### src/rtl/sacp_pkg.sv
// constants and types of the serial converter control port
// assumes a 100 MHz REF_CLK; the shift clock arrives as a plain pin
package sacp_pkg;
  // clock rate
  localparam int unsigned CLK_MHZ          = 100;
  // longest conversion time in high speed mode, in ns
  localparam int unsigned CONV_MAX_NS      = 2300;
  // longest power-up time after wake, in ns
  localparam int unsigned PWRUP_MAX_NS     = 1000;
  // longest times round down
  localparam int unsigned CONV_CYC_I       = (CONV_MAX_NS * CLK_MHZ) / 1000;
  localparam int unsigned PWRUP_CYC_I      = (PWRUP_MAX_NS * CLK_MHZ) / 1000;
  localparam logic [11:0] CONV_CYC         = 12'(CONV_CYC_I);
  localparam logic [11:0] PWRUP_CYC        = 12'(PWRUP_CYC_I);
  // result width and per-read bit count
  localparam int unsigned RES_W            = 10;
  localparam logic [3:0]  RES_BITS         = 4'hA;
  localparam logic [11:0] CNT_ZERO         = 12'h000;
  localparam logic [11:0] CNT_ONE          = 12'h001;
  localparam logic [3:0]  BIT_ZERO         = 4'h0;
  localparam logic [3:0]  BIT_ONE          = 4'h1;

  // power and conversion states, one-hot
  typedef enum logic [3:0] {
    SACP_DOWN  = 4'h1,
    SACP_WAKE  = 4'h2,
    SACP_IDLE  = 4'h4,
    SACP_CONV  = 4'h8
  } sacp_state_e;
endpackage : sacp_pkg

### src/rtl/sacp_edge_sync.sv
// two-flop synchroniser with edge detect for one pin
// assumes the pin is asynchronous to clk
`timescale 1ns/10ps
module sacp_edge_sync #(
  // level the pin rests at; reset loads it so no false edge follows
  parameter logic IDLE_LEVEL = 1'b1
) (
  // clock and reset
  input  wire logic clk,
  input  wire logic rst,
  // pin in
  input  wire logic pin,
  // synchronised level and edges
  output logic      level,
  output logic      rise,
  output logic      fall
);
  logic meta;
  logic sync;
  logic prev;
  logic next_meta;
  logic next_sync;
  logic next_prev;

  // shift; meta is read by sync only
  always_comb begin
    next_meta = pin;
    next_sync = meta;
    next_prev = sync;
  end

  // reset to the pin's idle level, so the first edges show no edge
  always_ff @(posedge clk) begin
    if (rst) begin
      meta <= IDLE_LEVEL;
      sync <= IDLE_LEVEL;
      prev <= IDLE_LEVEL;
    end else begin
      meta <= next_meta;
      sync <= next_sync;
      prev <= next_prev;
    end
  end

  assign level = sync;
  assign rise  = sync & ~prev;
  assign fall  = ~sync & prev;
endmodule : sacp_edge_sync

### src/rtl/sacp_top.sv
// control and serial read-out of a 10-bit converter port
// assumes host drives CONVERT_START_N and SHIFT_CLK asynchronously
// How it works
// - falling convert-start while powered up puts track-and-hold in hold, starts conversion
// - rising convert-start enables the serial port; output drives low
// - convert-start level at conversion end selects power-down or stay up
// - high speed conversions complete within 2.3 us
// - wake from power-down completes within 1 us of rising edge
// - result shifts out one bit per shift-clock cycle
// - data bit updates on each shift-clock rising edge
// - after final falling shift edge, data output released
// - after reset the device sits powered down until a rising edge
// - conversion end returns track-and-hold to track
`timescale 1ns/10ps
module sacp_top (
  // clock and reset
  input  wire logic                        REF_CLK,
  input  wire logic                        RST,
  // host pins
  input  wire logic                        CONVERT_START_N,
  input  wire logic                        SHIFT_CLK,
  // serial data pin, three-state as out and enable
  output logic                             DATA_OUT,
  output logic                             DATA_OUT_EN,
  // analog core side
  input  wire logic [sacp_pkg::RES_W-1:0]  ADC_CODE,
  output logic                             HOLD,
  output logic                             POWERED,
  output logic                             CONV_DONE
);
  // ****************************************************************
  // pin synchronisers
  // ****************************************************************
  logic cs_level;
  logic cs_rise;
  logic cs_fall;
  logic sk_rise;
  logic sk_fall;

  // convert-start rests high between frames
  sacp_edge_sync #(
    .IDLE_LEVEL (1'b1)
  ) u_cs (
    .clk   (REF_CLK),
    .rst   (RST),
    .pin   (CONVERT_START_N),
    .level (cs_level),
    .rise  (cs_rise),
    .fall  (cs_fall)
  );

  // shift clock comes only from the host, so it is sampled, never made;
  // it rests low, so a reset to high would fake a fall after reset
  sacp_edge_sync #(
    .IDLE_LEVEL (1'b0)
  ) u_sk (
    .clk   (REF_CLK),
    .rst   (RST),
    .pin   (SHIFT_CLK),
    .level (),
    .rise  (sk_rise),
    .fall  (sk_fall)
  );

  // ****************************************************************
  // counter helpers
  // ****************************************************************
  // one step of the shared down counter; wake and conversion both use it
  function automatic logic [11:0] count_step(input logic [11:0] value);
    return value - sacp_pkg::CNT_ONE;
  endfunction : count_step

  // last cycle of a timed phase
  function automatic logic count_last(input logic [11:0] value);
    return value == sacp_pkg::CNT_ONE;
  endfunction : count_last

  // ****************************************************************
  // power and conversion control
  // ****************************************************************
  sacp_pkg::sacp_state_e state;
  sacp_pkg::sacp_state_e next_state;
  logic [11:0]           cnt;
  logic [11:0]           next_cnt;
  logic                  hold;
  logic                  next_hold;
  logic                  done;
  logic                  next_done;
  logic [sacp_pkg::RES_W-1:0] result;
  logic [sacp_pkg::RES_W-1:0] next_result;

  // a start during power-up is taken at once by letting wake fall into conv
  always_comb begin
    next_state  = state;
    next_cnt    = cnt;
    next_hold   = hold;
    next_done   = 1'b0;
    next_result = result;
    unique case (state)
      sacp_pkg::SACP_DOWN: begin
        // falls while asleep are dropped; the host must wake the part first
        if (cs_rise) begin
          next_state = sacp_pkg::SACP_WAKE;
          next_cnt   = sacp_pkg::PWRUP_CYC;
        end
      end
      sacp_pkg::SACP_WAKE: begin
        next_cnt = count_step(cnt);
        if (cs_fall) begin
          next_state = sacp_pkg::SACP_CONV;
          next_hold  = 1'b1;
          next_cnt   = sacp_pkg::CONV_CYC;
        end else if (count_last(cnt)) begin
          next_state = sacp_pkg::SACP_IDLE;
        end
      end
      sacp_pkg::SACP_IDLE: begin
        if (cs_fall) begin
          next_state = sacp_pkg::SACP_CONV;
          next_hold  = 1'b1;
          next_cnt   = sacp_pkg::CONV_CYC;
        end
      end
      sacp_pkg::SACP_CONV: begin
        next_cnt = count_step(cnt);
        // counter parks at zero after the last cycle, so it cannot wrap
        if (count_last(cnt)) begin
          next_hold   = 1'b0;
          next_done   = 1'b1;
          next_result = ADC_CODE;
          next_cnt    = sacp_pkg::CNT_ZERO;
          // low at the end keeps power, high powers down
          next_state  = cs_level ? sacp_pkg::SACP_DOWN
                                 : sacp_pkg::SACP_IDLE;
        end
      end
      default: begin
        next_state = sacp_pkg::SACP_DOWN;
      end
    endcase
  end

  // comes out of reset powered down
  always_ff @(posedge REF_CLK) begin
    if (RST) begin
      state  <= sacp_pkg::SACP_DOWN;
      cnt    <= sacp_pkg::CNT_ZERO;
      hold   <= 1'b0;
      done   <= 1'b0;
      result <= '0;
    end else begin
      state  <= next_state;
      cnt    <= next_cnt;
      hold   <= next_hold;
      done   <= next_done;
      result <= next_result;
    end
  end

  // ****************************************************************
  // serial read-out
  // ****************************************************************
  logic                       port_on;
  logic                       next_port_on;
  logic [sacp_pkg::RES_W-1:0] shreg;
  logic [sacp_pkg::RES_W-1:0] next_shreg;
  logic [3:0]                 bits;
  logic [3:0]                 next_bits;
  logic                       dout;
  logic                       next_dout;

  // the host keeps its first shift edge after the enabling rise, so
  // the rise simply reloads the shifter from the latest result;
  // a rise in mid-read also restarts the word from the msb
  always_comb begin
    next_port_on = port_on;
    next_shreg   = shreg;
    next_bits    = bits;
    next_dout    = dout;
    if (cs_rise) begin
      next_port_on = 1'b1;
      next_shreg   = result;
      next_bits    = sacp_pkg::BIT_ZERO;
      next_dout    = 1'b0;
    end else if (port_on) begin
      if (sk_rise && bits != sacp_pkg::RES_BITS) begin
        // msb first, one bit per shift cycle
        next_dout  = shreg[sacp_pkg::RES_W-1];
        next_shreg = {shreg[sacp_pkg::RES_W-2:0], 1'b0};
        next_bits  = bits + sacp_pkg::BIT_ONE;
      end else if (sk_fall && bits == sacp_pkg::RES_BITS) begin
        next_port_on = 1'b0;
      end
    end
  end

  // port starts off the bus so other parts can share it
  always_ff @(posedge REF_CLK) begin
    if (RST) begin
      port_on <= 1'b0;
      shreg   <= '0;
      bits    <= sacp_pkg::BIT_ZERO;
      dout    <= 1'b0;
    end else begin
      port_on <= next_port_on;
      shreg   <= next_shreg;
      bits    <= next_bits;
      dout    <= next_dout;
    end
  end

  // ****************************************************************
  // outputs
  // ****************************************************************
  // every pin below comes straight from a flop, except the power decode
  assign DATA_OUT    = dout;
  assign DATA_OUT_EN = port_on;
  assign HOLD        = hold;
  assign POWERED     = (state != sacp_pkg::SACP_DOWN);
  assign CONV_DONE   = done;
endmodule : sacp_top

### config.mk
export PLATFORM = sky130hd
export DESIGN_NAME = sacp_top
export DESIGN_NICKNAME = d
export VERILOG_FILES = /design/src/rtl/sacp_pkg.sv /design/src/rtl/sacp_edge_sync.sv /design/src/rtl/sacp_top.sv
export SDC_FILE = /design/constraint.sdc
export NUM_CORES = 1
export LEC_CHECK = 0
export BUFFER_PORTS_ARGS = -buffer_cell sky130_fd_sc_hd__buf_2
export CORE_MARGIN = 3
export CORE_UTILIZATION = 25
export CTS_CLUSTER_DIAMETER = 100
export DETAILED_ROUTE_END_ITERATION = 6
export PLACE_DENSITY = 0.42
export SYNTH_ARGS = -nofsm -noshare
export SYNTH_HDL_FRONTEND = slang
export SYNTH_SLANG_ARGS = --single-unit
### constraint.sdc
create_clock -name REF_CLK -period 4.6 [get_ports REF_CLK]
set_input_delay 0.69 -clock REF_CLK [delete_from_list [all_inputs] [get_ports REF_CLK]]
set_output_delay 0.69 -clock REF_CLK [all_outputs]
set_load 0.02 [all_outputs]
# [Word level (Yosys, flattened, before mapping)]
# Index checks and enable logic that the tools add are counted.
[word_totals] register_bits=50 latchBits=0 mem_bits_rw=0 romBits=0 inputBits=14 wordCells=77 memories=0
[op_classes] addsub=2 multipliers=0 div_mod_pow=0 order_cmp=0 eq_ne=13 shifts=0 mux=23 bitwise_logic=9 reduce_logical=15
[op_table] op="$mux W12" n=4
[op_table] op="$pmux W12 S4" n=1
[op_table] op="$mux W10" n=3
[op_table] op="$mux W4" n=5
[op_table] op="$pmux W4 S4" n=1
[op_table] op="$eq A12 B1 Y1 const B" n=1
[op_table] op="$sub A12 B1 Y12 const B" n=1
[op_table] op="$eq A4 B4 Y1 const B" n=2
[op_table] op="$mux W1" n=7
[op_table] op="$ne A2 B2 Y1 const B" n=3
[op_table] op="$reduce_and A2 Y1" n=3
[op_table] op="$reduce_and A3 Y1" n=2
[op_table] op="$reduce_bool A2 Y1" n=3
[op_table] op="$reduce_or A2 Y1" n=3
[op_table] op="$not A1 Y1" n=5
[op_table] op="$add A4 B1 Y4 const B" n=1
[op_table] op="$and A1 B1 Y1" n=4
[op_table] op="$eq A4 B1 Y1 const B" n=1
[op_table] op="$eq A4 B2 Y1 const B" n=1
[op_table] op="$eq A4 B3 Y1 const B" n=1
[op_table] op="$ne A4 B1 Y1 const B" n=1
[op_table] op="$ne A4 B4 Y1 const B" n=1
[op_table] op="$reduce_and A4 Y1" n=1
[op_table] op="$reduce_bool A4 Y1" n=1
[op_table] op="other kinds (5)" n=6

# [Longest topological paths before layout]
[depth] word_depth=7 depth_mapped=9 mapped_depth_nobuf=7

# [By module]
# Synthesis repeated with hierarchy kept, for this count alone.
[hier_totals] cells_unflattened=259 area_unflattened_um2=2448.6
[by_module_without_submodules] mod="sacp_top" n_inst=1 cells_each=243 area_per_inst_um2=2264.7 seq_area_each_um2=880.8
[by_module_without_submodules] mod="sacp_edge_sync at u_cs" n_inst=1 cells_each=8 area_per_inst_um2=92.6 seq_area_each_um2=60.1
[by_module_without_submodules] mod="sacp_edge_sync at u_sk" n_inst=1 cells_each=8 area_per_inst_um2=91.3 seq_area_each_um2=60.1

# [Worst setup path after synthesis]
# OpenSTA, ideal clock, no wires.
[synth_timing] kind="register to register" from="register cnt[0]" to="register cnt[11]" setup_time_ns=0.132 arrival_time_ns=1.701 required_time_ns=4.468 path_slack_ns=2.767 stages_incl_launch_ff=8 n_path_buf=1 period_less_slack_ns=1.833 cell_sequence="dfxtp_1 ha_1 or4b_4 o31ai_4 nand2_2 buf_6 o311ai_1 a31oi_1"
[synth_via] elab_chain_len=3 elab_cells_between_ends=5 cone_classes="add/sub: 1; eq/ne: 1; mux: 3"
[synth_rtl] element="from (decl)" line_no="sacp_top.sv:83" rtl="logic [11:0] cnt;"
[synth_rtl] element="from (signal assigned)" line_no="sacp_top.sv:147" rtl="cnt <= sacp_pkg::CNT_ZERO;"
[synth_rtl] element="from (signal assigned)" line_no="sacp_top.sv:153" rtl="cnt <= next_cnt;"
[synth_rtl] element="$sub A12 B1 Y12 / $eq A12 B1 Y1 (equally long branches)" line_no="sacp_top.sv:70, sacp_top.sv:75"
[synth_rtl] element="$mux W12, on equally long branches" line_no="sacp_top.sv:127, sacp_top.sv:109"
[synth_rtl] element="$pmux W12 S4 *" line_no="sacp_top.sv:99" rtl="unique case (state)"
# Every way passes the cells marked *; elsewhere a longest branch is shown, timed or not.
# A chain may end at the register's enable or synchronous reset.

# [Final worst setup path]
[layout_timing] from="register cnt[0]" to="register cnt[8]"
# Same word-level chain as after synthesis.

==> results.yml <==
global_routing:
  overflow: 0
  grt.busiest_layer: "met2"
  antenna_found_initial: 0
  grt_pass1_vias: 1805
  met2_usage_pct: 15.5
  grt_max_degree: 53
  grtUsageMet1_pct: 13.9
  grt_util_met3_pct: 2.36
  grt_pass1_wl_microns: 8970
  grt_usage_pct: 10.0
placed_design:
  place_inst: 392
  hpwl_microns: 3460
  place_congestion: 0.761
  dp_slack_ns: 2.50
  io_buffer_count: 18
  place_area_sq_mm: 0.00256
finish:
  finalInstanceArea_sq_mm: 0.00268
  nFillCells: 1049
  diodes: 0
  syn_to_final_growth_pct: 11.9
  final_common_cell: "dfxtp_1"
  fin_cells: 400
  seqCellArea_sq_mm: 0.00100
  nets: 288
  drive_gt1_share_pct: 15.1
  layout_common_cells: "dfxtp_1 (50), nor2_1 (36), mux2i_1 (20)"
  multi_input_area_sq_mm: 0.00128
clock_network:
  htreeDepth: 2
  clkSinkCount: 50
  cts_buffer_depth: 2
  clk_latency_ns: 0.30
  post_cts_resized: 0
  cts-root-buf: "clkbuf_8"
  tritoncts.num_buffers: 5
  cts_tree: "built"
  clkTransAtPathRegs_ns: 0.10
  cts_setup_buffers: 0
  hold_buffers: 0
sta:
  slew_violations: 0
  rsz0062_at_grt: "no"
  hold_violations: 0
  setup_viol: 0
  finalCriticalPeriod_ns: 2.08
  skew_ns: 0.00919
  slew_headroom_pct: 35.0
  tns_ns: 0
  worst_pin_slew_ns: 0.975
  period_share_pct: 45.2
  fmax_ghz: 0.481
  fin_ws_ns: 2.52
route:
  drc: 0
  drt_iter0_drc: 74
  post_drt_wl_per_cell_microns: 12.9
  drt_pre_antenna_iters: 4
  viasPerCell: 4.62
  drt-total-wl_microns: 5140
  ant_nets: 0
  vias: 1849
pwr:
  power_density_mw_per_mm2: 304
  peakVddDrop_v: 0.000112
  power.leakage_nw: 1.07
min_path:
  holdCritPathClass: "reg -> reg"
  whs_endpoint: "u_cs.level"
  min_delay_path_depth: 1
  hold_path.startpoint: "u_cs.meta"
logic_synthesis:
  yosysUniqueCellTypes: 53
  syn-cell-area_sq_mm: 0.00240
  yosysWarnings: 0
  synthMuxAreaShare_pct: 8.35
  synth_top_family_by_area: "simple AND/OR/NAND/NOR gates"
  synth_edf_count: 0
  synthFlopType: "dfxtp_1"
  syn_area_per_cell_sq_um: 9.15
  yosysSeqAreaShare_pct: 41.8
  synthArstFlopShare_pct: 0
  synth_fa_ha_area_share_pct: 2.09
  synth-simple-area-share_pct: 24.7
  synth_compound_area_share_pct: 16.8
  syn_nets: 280
  syn-instance-count: 262
  ys_ff_latch: 50
  synth_xor_area_share_pct: 1.46
critical_path:
  cp-start-kind: "register"
  cp.arrival_ns: 2.23
  cp_cell_sequence: "ha_1, or4b_4, o31ai_4, nand2_2, a31oi_1, a211oi_1"
  r2r_start: "cnt[0]"
  worst_ep_required_time_ns: 4.75
  slowest_delay_ns: 0.50
  crit_slowest_cell: "or4b_4"
  timing.rr.end: "cnt[8]"
  critPathMaxFanout: 13
  reg2reg_slack_ns: 2.52
  worstSetupEndpointType: "register"
  r2r_cells: 6
  worstSetupPathType: "reg -> reg"
floorplan:
  core_area_sq_mm: 0.00928
  rows: 35
  die_h_microns: 104
  die_w_microns: 104
  io_pins: 19
  initial_core_util_pct: 25.8
  die-area_sq_mm: 0.0108
run_status:
  outcome: "completed"
flow_run:
  cap_violations: 0
worst max path at each step:
stage,startpoint,end,slack [ns],cells after the start
2_1_floorplan,cnt[0],cnt[11],2.77,7
3_3_place_gp,cnt[2],cnt[7],2.51,5
3_5_place_dp,bits[0],bits[1],2.50,6
4_1_cts,bits[0],bits[1],2.47,6
5_1_grt,u_cs.level,cnt[5],2.22,5
6_report,cnt[0],cnt[8],2.52,6
synth_stat cells, types with 2 or more instances:
| cell | number | area (sq um) |
|---|---|---|
| ha_1 | 4 | 50.1 |
| o311ai_1 | 2 | 17.5 |
| a31oi_1 | 5 | 31.3 |
| inv_1 | 8 | 30.0 |
| nand3b_1 | 3 | 22.5 |
| nor4_1 | 3 | 18.8 |
| mux2i_1 | 20 | 200 |
| nor2b_1 | 7 | 43.8 |
| or2_2 | 3 | 18.8 |
| or3_1 | 2 | 12.5 |
| a21oi_1 | 8 | 40.0 |
| and2_1 | 2 | 12.5 |
| nor3_1 | 8 | 40.0 |
| o21bai_1 | 2 | 15.0 |
| a2111oi_2 | 2 | 30.0 |
| nand3_1 | 7 | 35.0 |
| nand2b_1 | 4 | 25.0 |
| nand2_1 | 12 | 45.0 |
| and3_1 | 3 | 18.8 |
| nand2_2 | 2 | 12.5 |
| o21ai_0 | 10 | 50.1 |
| nand4_1 | 4 | 25.0 |
| buf_6 | 2 | 22.5 |
| clkbuf_1 | 10 | 37.5 |
| a211o_1 | 2 | 17.5 |
| dfxtp_1 | 50 | 1000 |
| xor2_1 | 3 | 26.3 |
| nor2_1 | 36 | 135 |
| buf_2 | 4 | 20.0 |
| a211oi_1 | 11 | 82.6 |
worst max-delay path, delay by kind of cell, from the launching register on:
kind                       cells  cell delay (ns)
adders and majority gates      1             0.20
and+or+nand+nor                2             0.72
AOI/OAI and AO/OA              3             0.54
DFF                            1             0.46
layer usage:
metal	up-vias	part of all wire [%]
met5	-	0
met4	0	0.72
met3	4	2.8
met2	17	46
met1	870	50
li1	958	-
final cells by class:
cell class,instances,area share [%]
Sequential cell,50,37.3
Clock buffer,6,3.08
Clock inverter,2,1.45
Multi-Input combinational cell,187,47.7
Tap cell,129,6.02
Timing Repair Buffer,18,3.36
Inverter,8,1.12
metrics by stage:
stage	hold WS [ns]	power [mW]	util (%)
finish	0.418	0.816	28.9
CTS	0.423	0.832	28.9
detailed placement	0.397	0.494	27.6
global route	0.457	0.860	28.9
floorplan	0.389	0.481	-
global placement	0.397	0.494	27.6
sequential cells by signal, indices dropped and copies added (netlist names):
name / flops
CONV_DONE: 1
DATA_OUT: 1
DATA_OUT_EN: 1
HOLD: 1
bits: 4
cnt: 12
result: 10
shreg: 10
state: 4
u_cs.level: 1
u_cs.meta: 1
u_cs.prev: 1
u_sk.level: 1
u_sk.meta: 1
u_sk.prev: 1
cell families after synthesis:
group / after synthesis
simple gates: 107
compound gates: 52
flops: 50
buf+inv: 25
mux: 20
xor+xnor: 4
fa+ha+maj: 4
report_power, final:
part	switching [mW]	total, mW	internal [mW]
combinational	0.0242	0.0397	0.0155
clock	0.153	0.332	0.179
sequential	0.00475	0.444	0.439
total	0.182	0.816	0.634
Power figures use the tool's default switching activity.
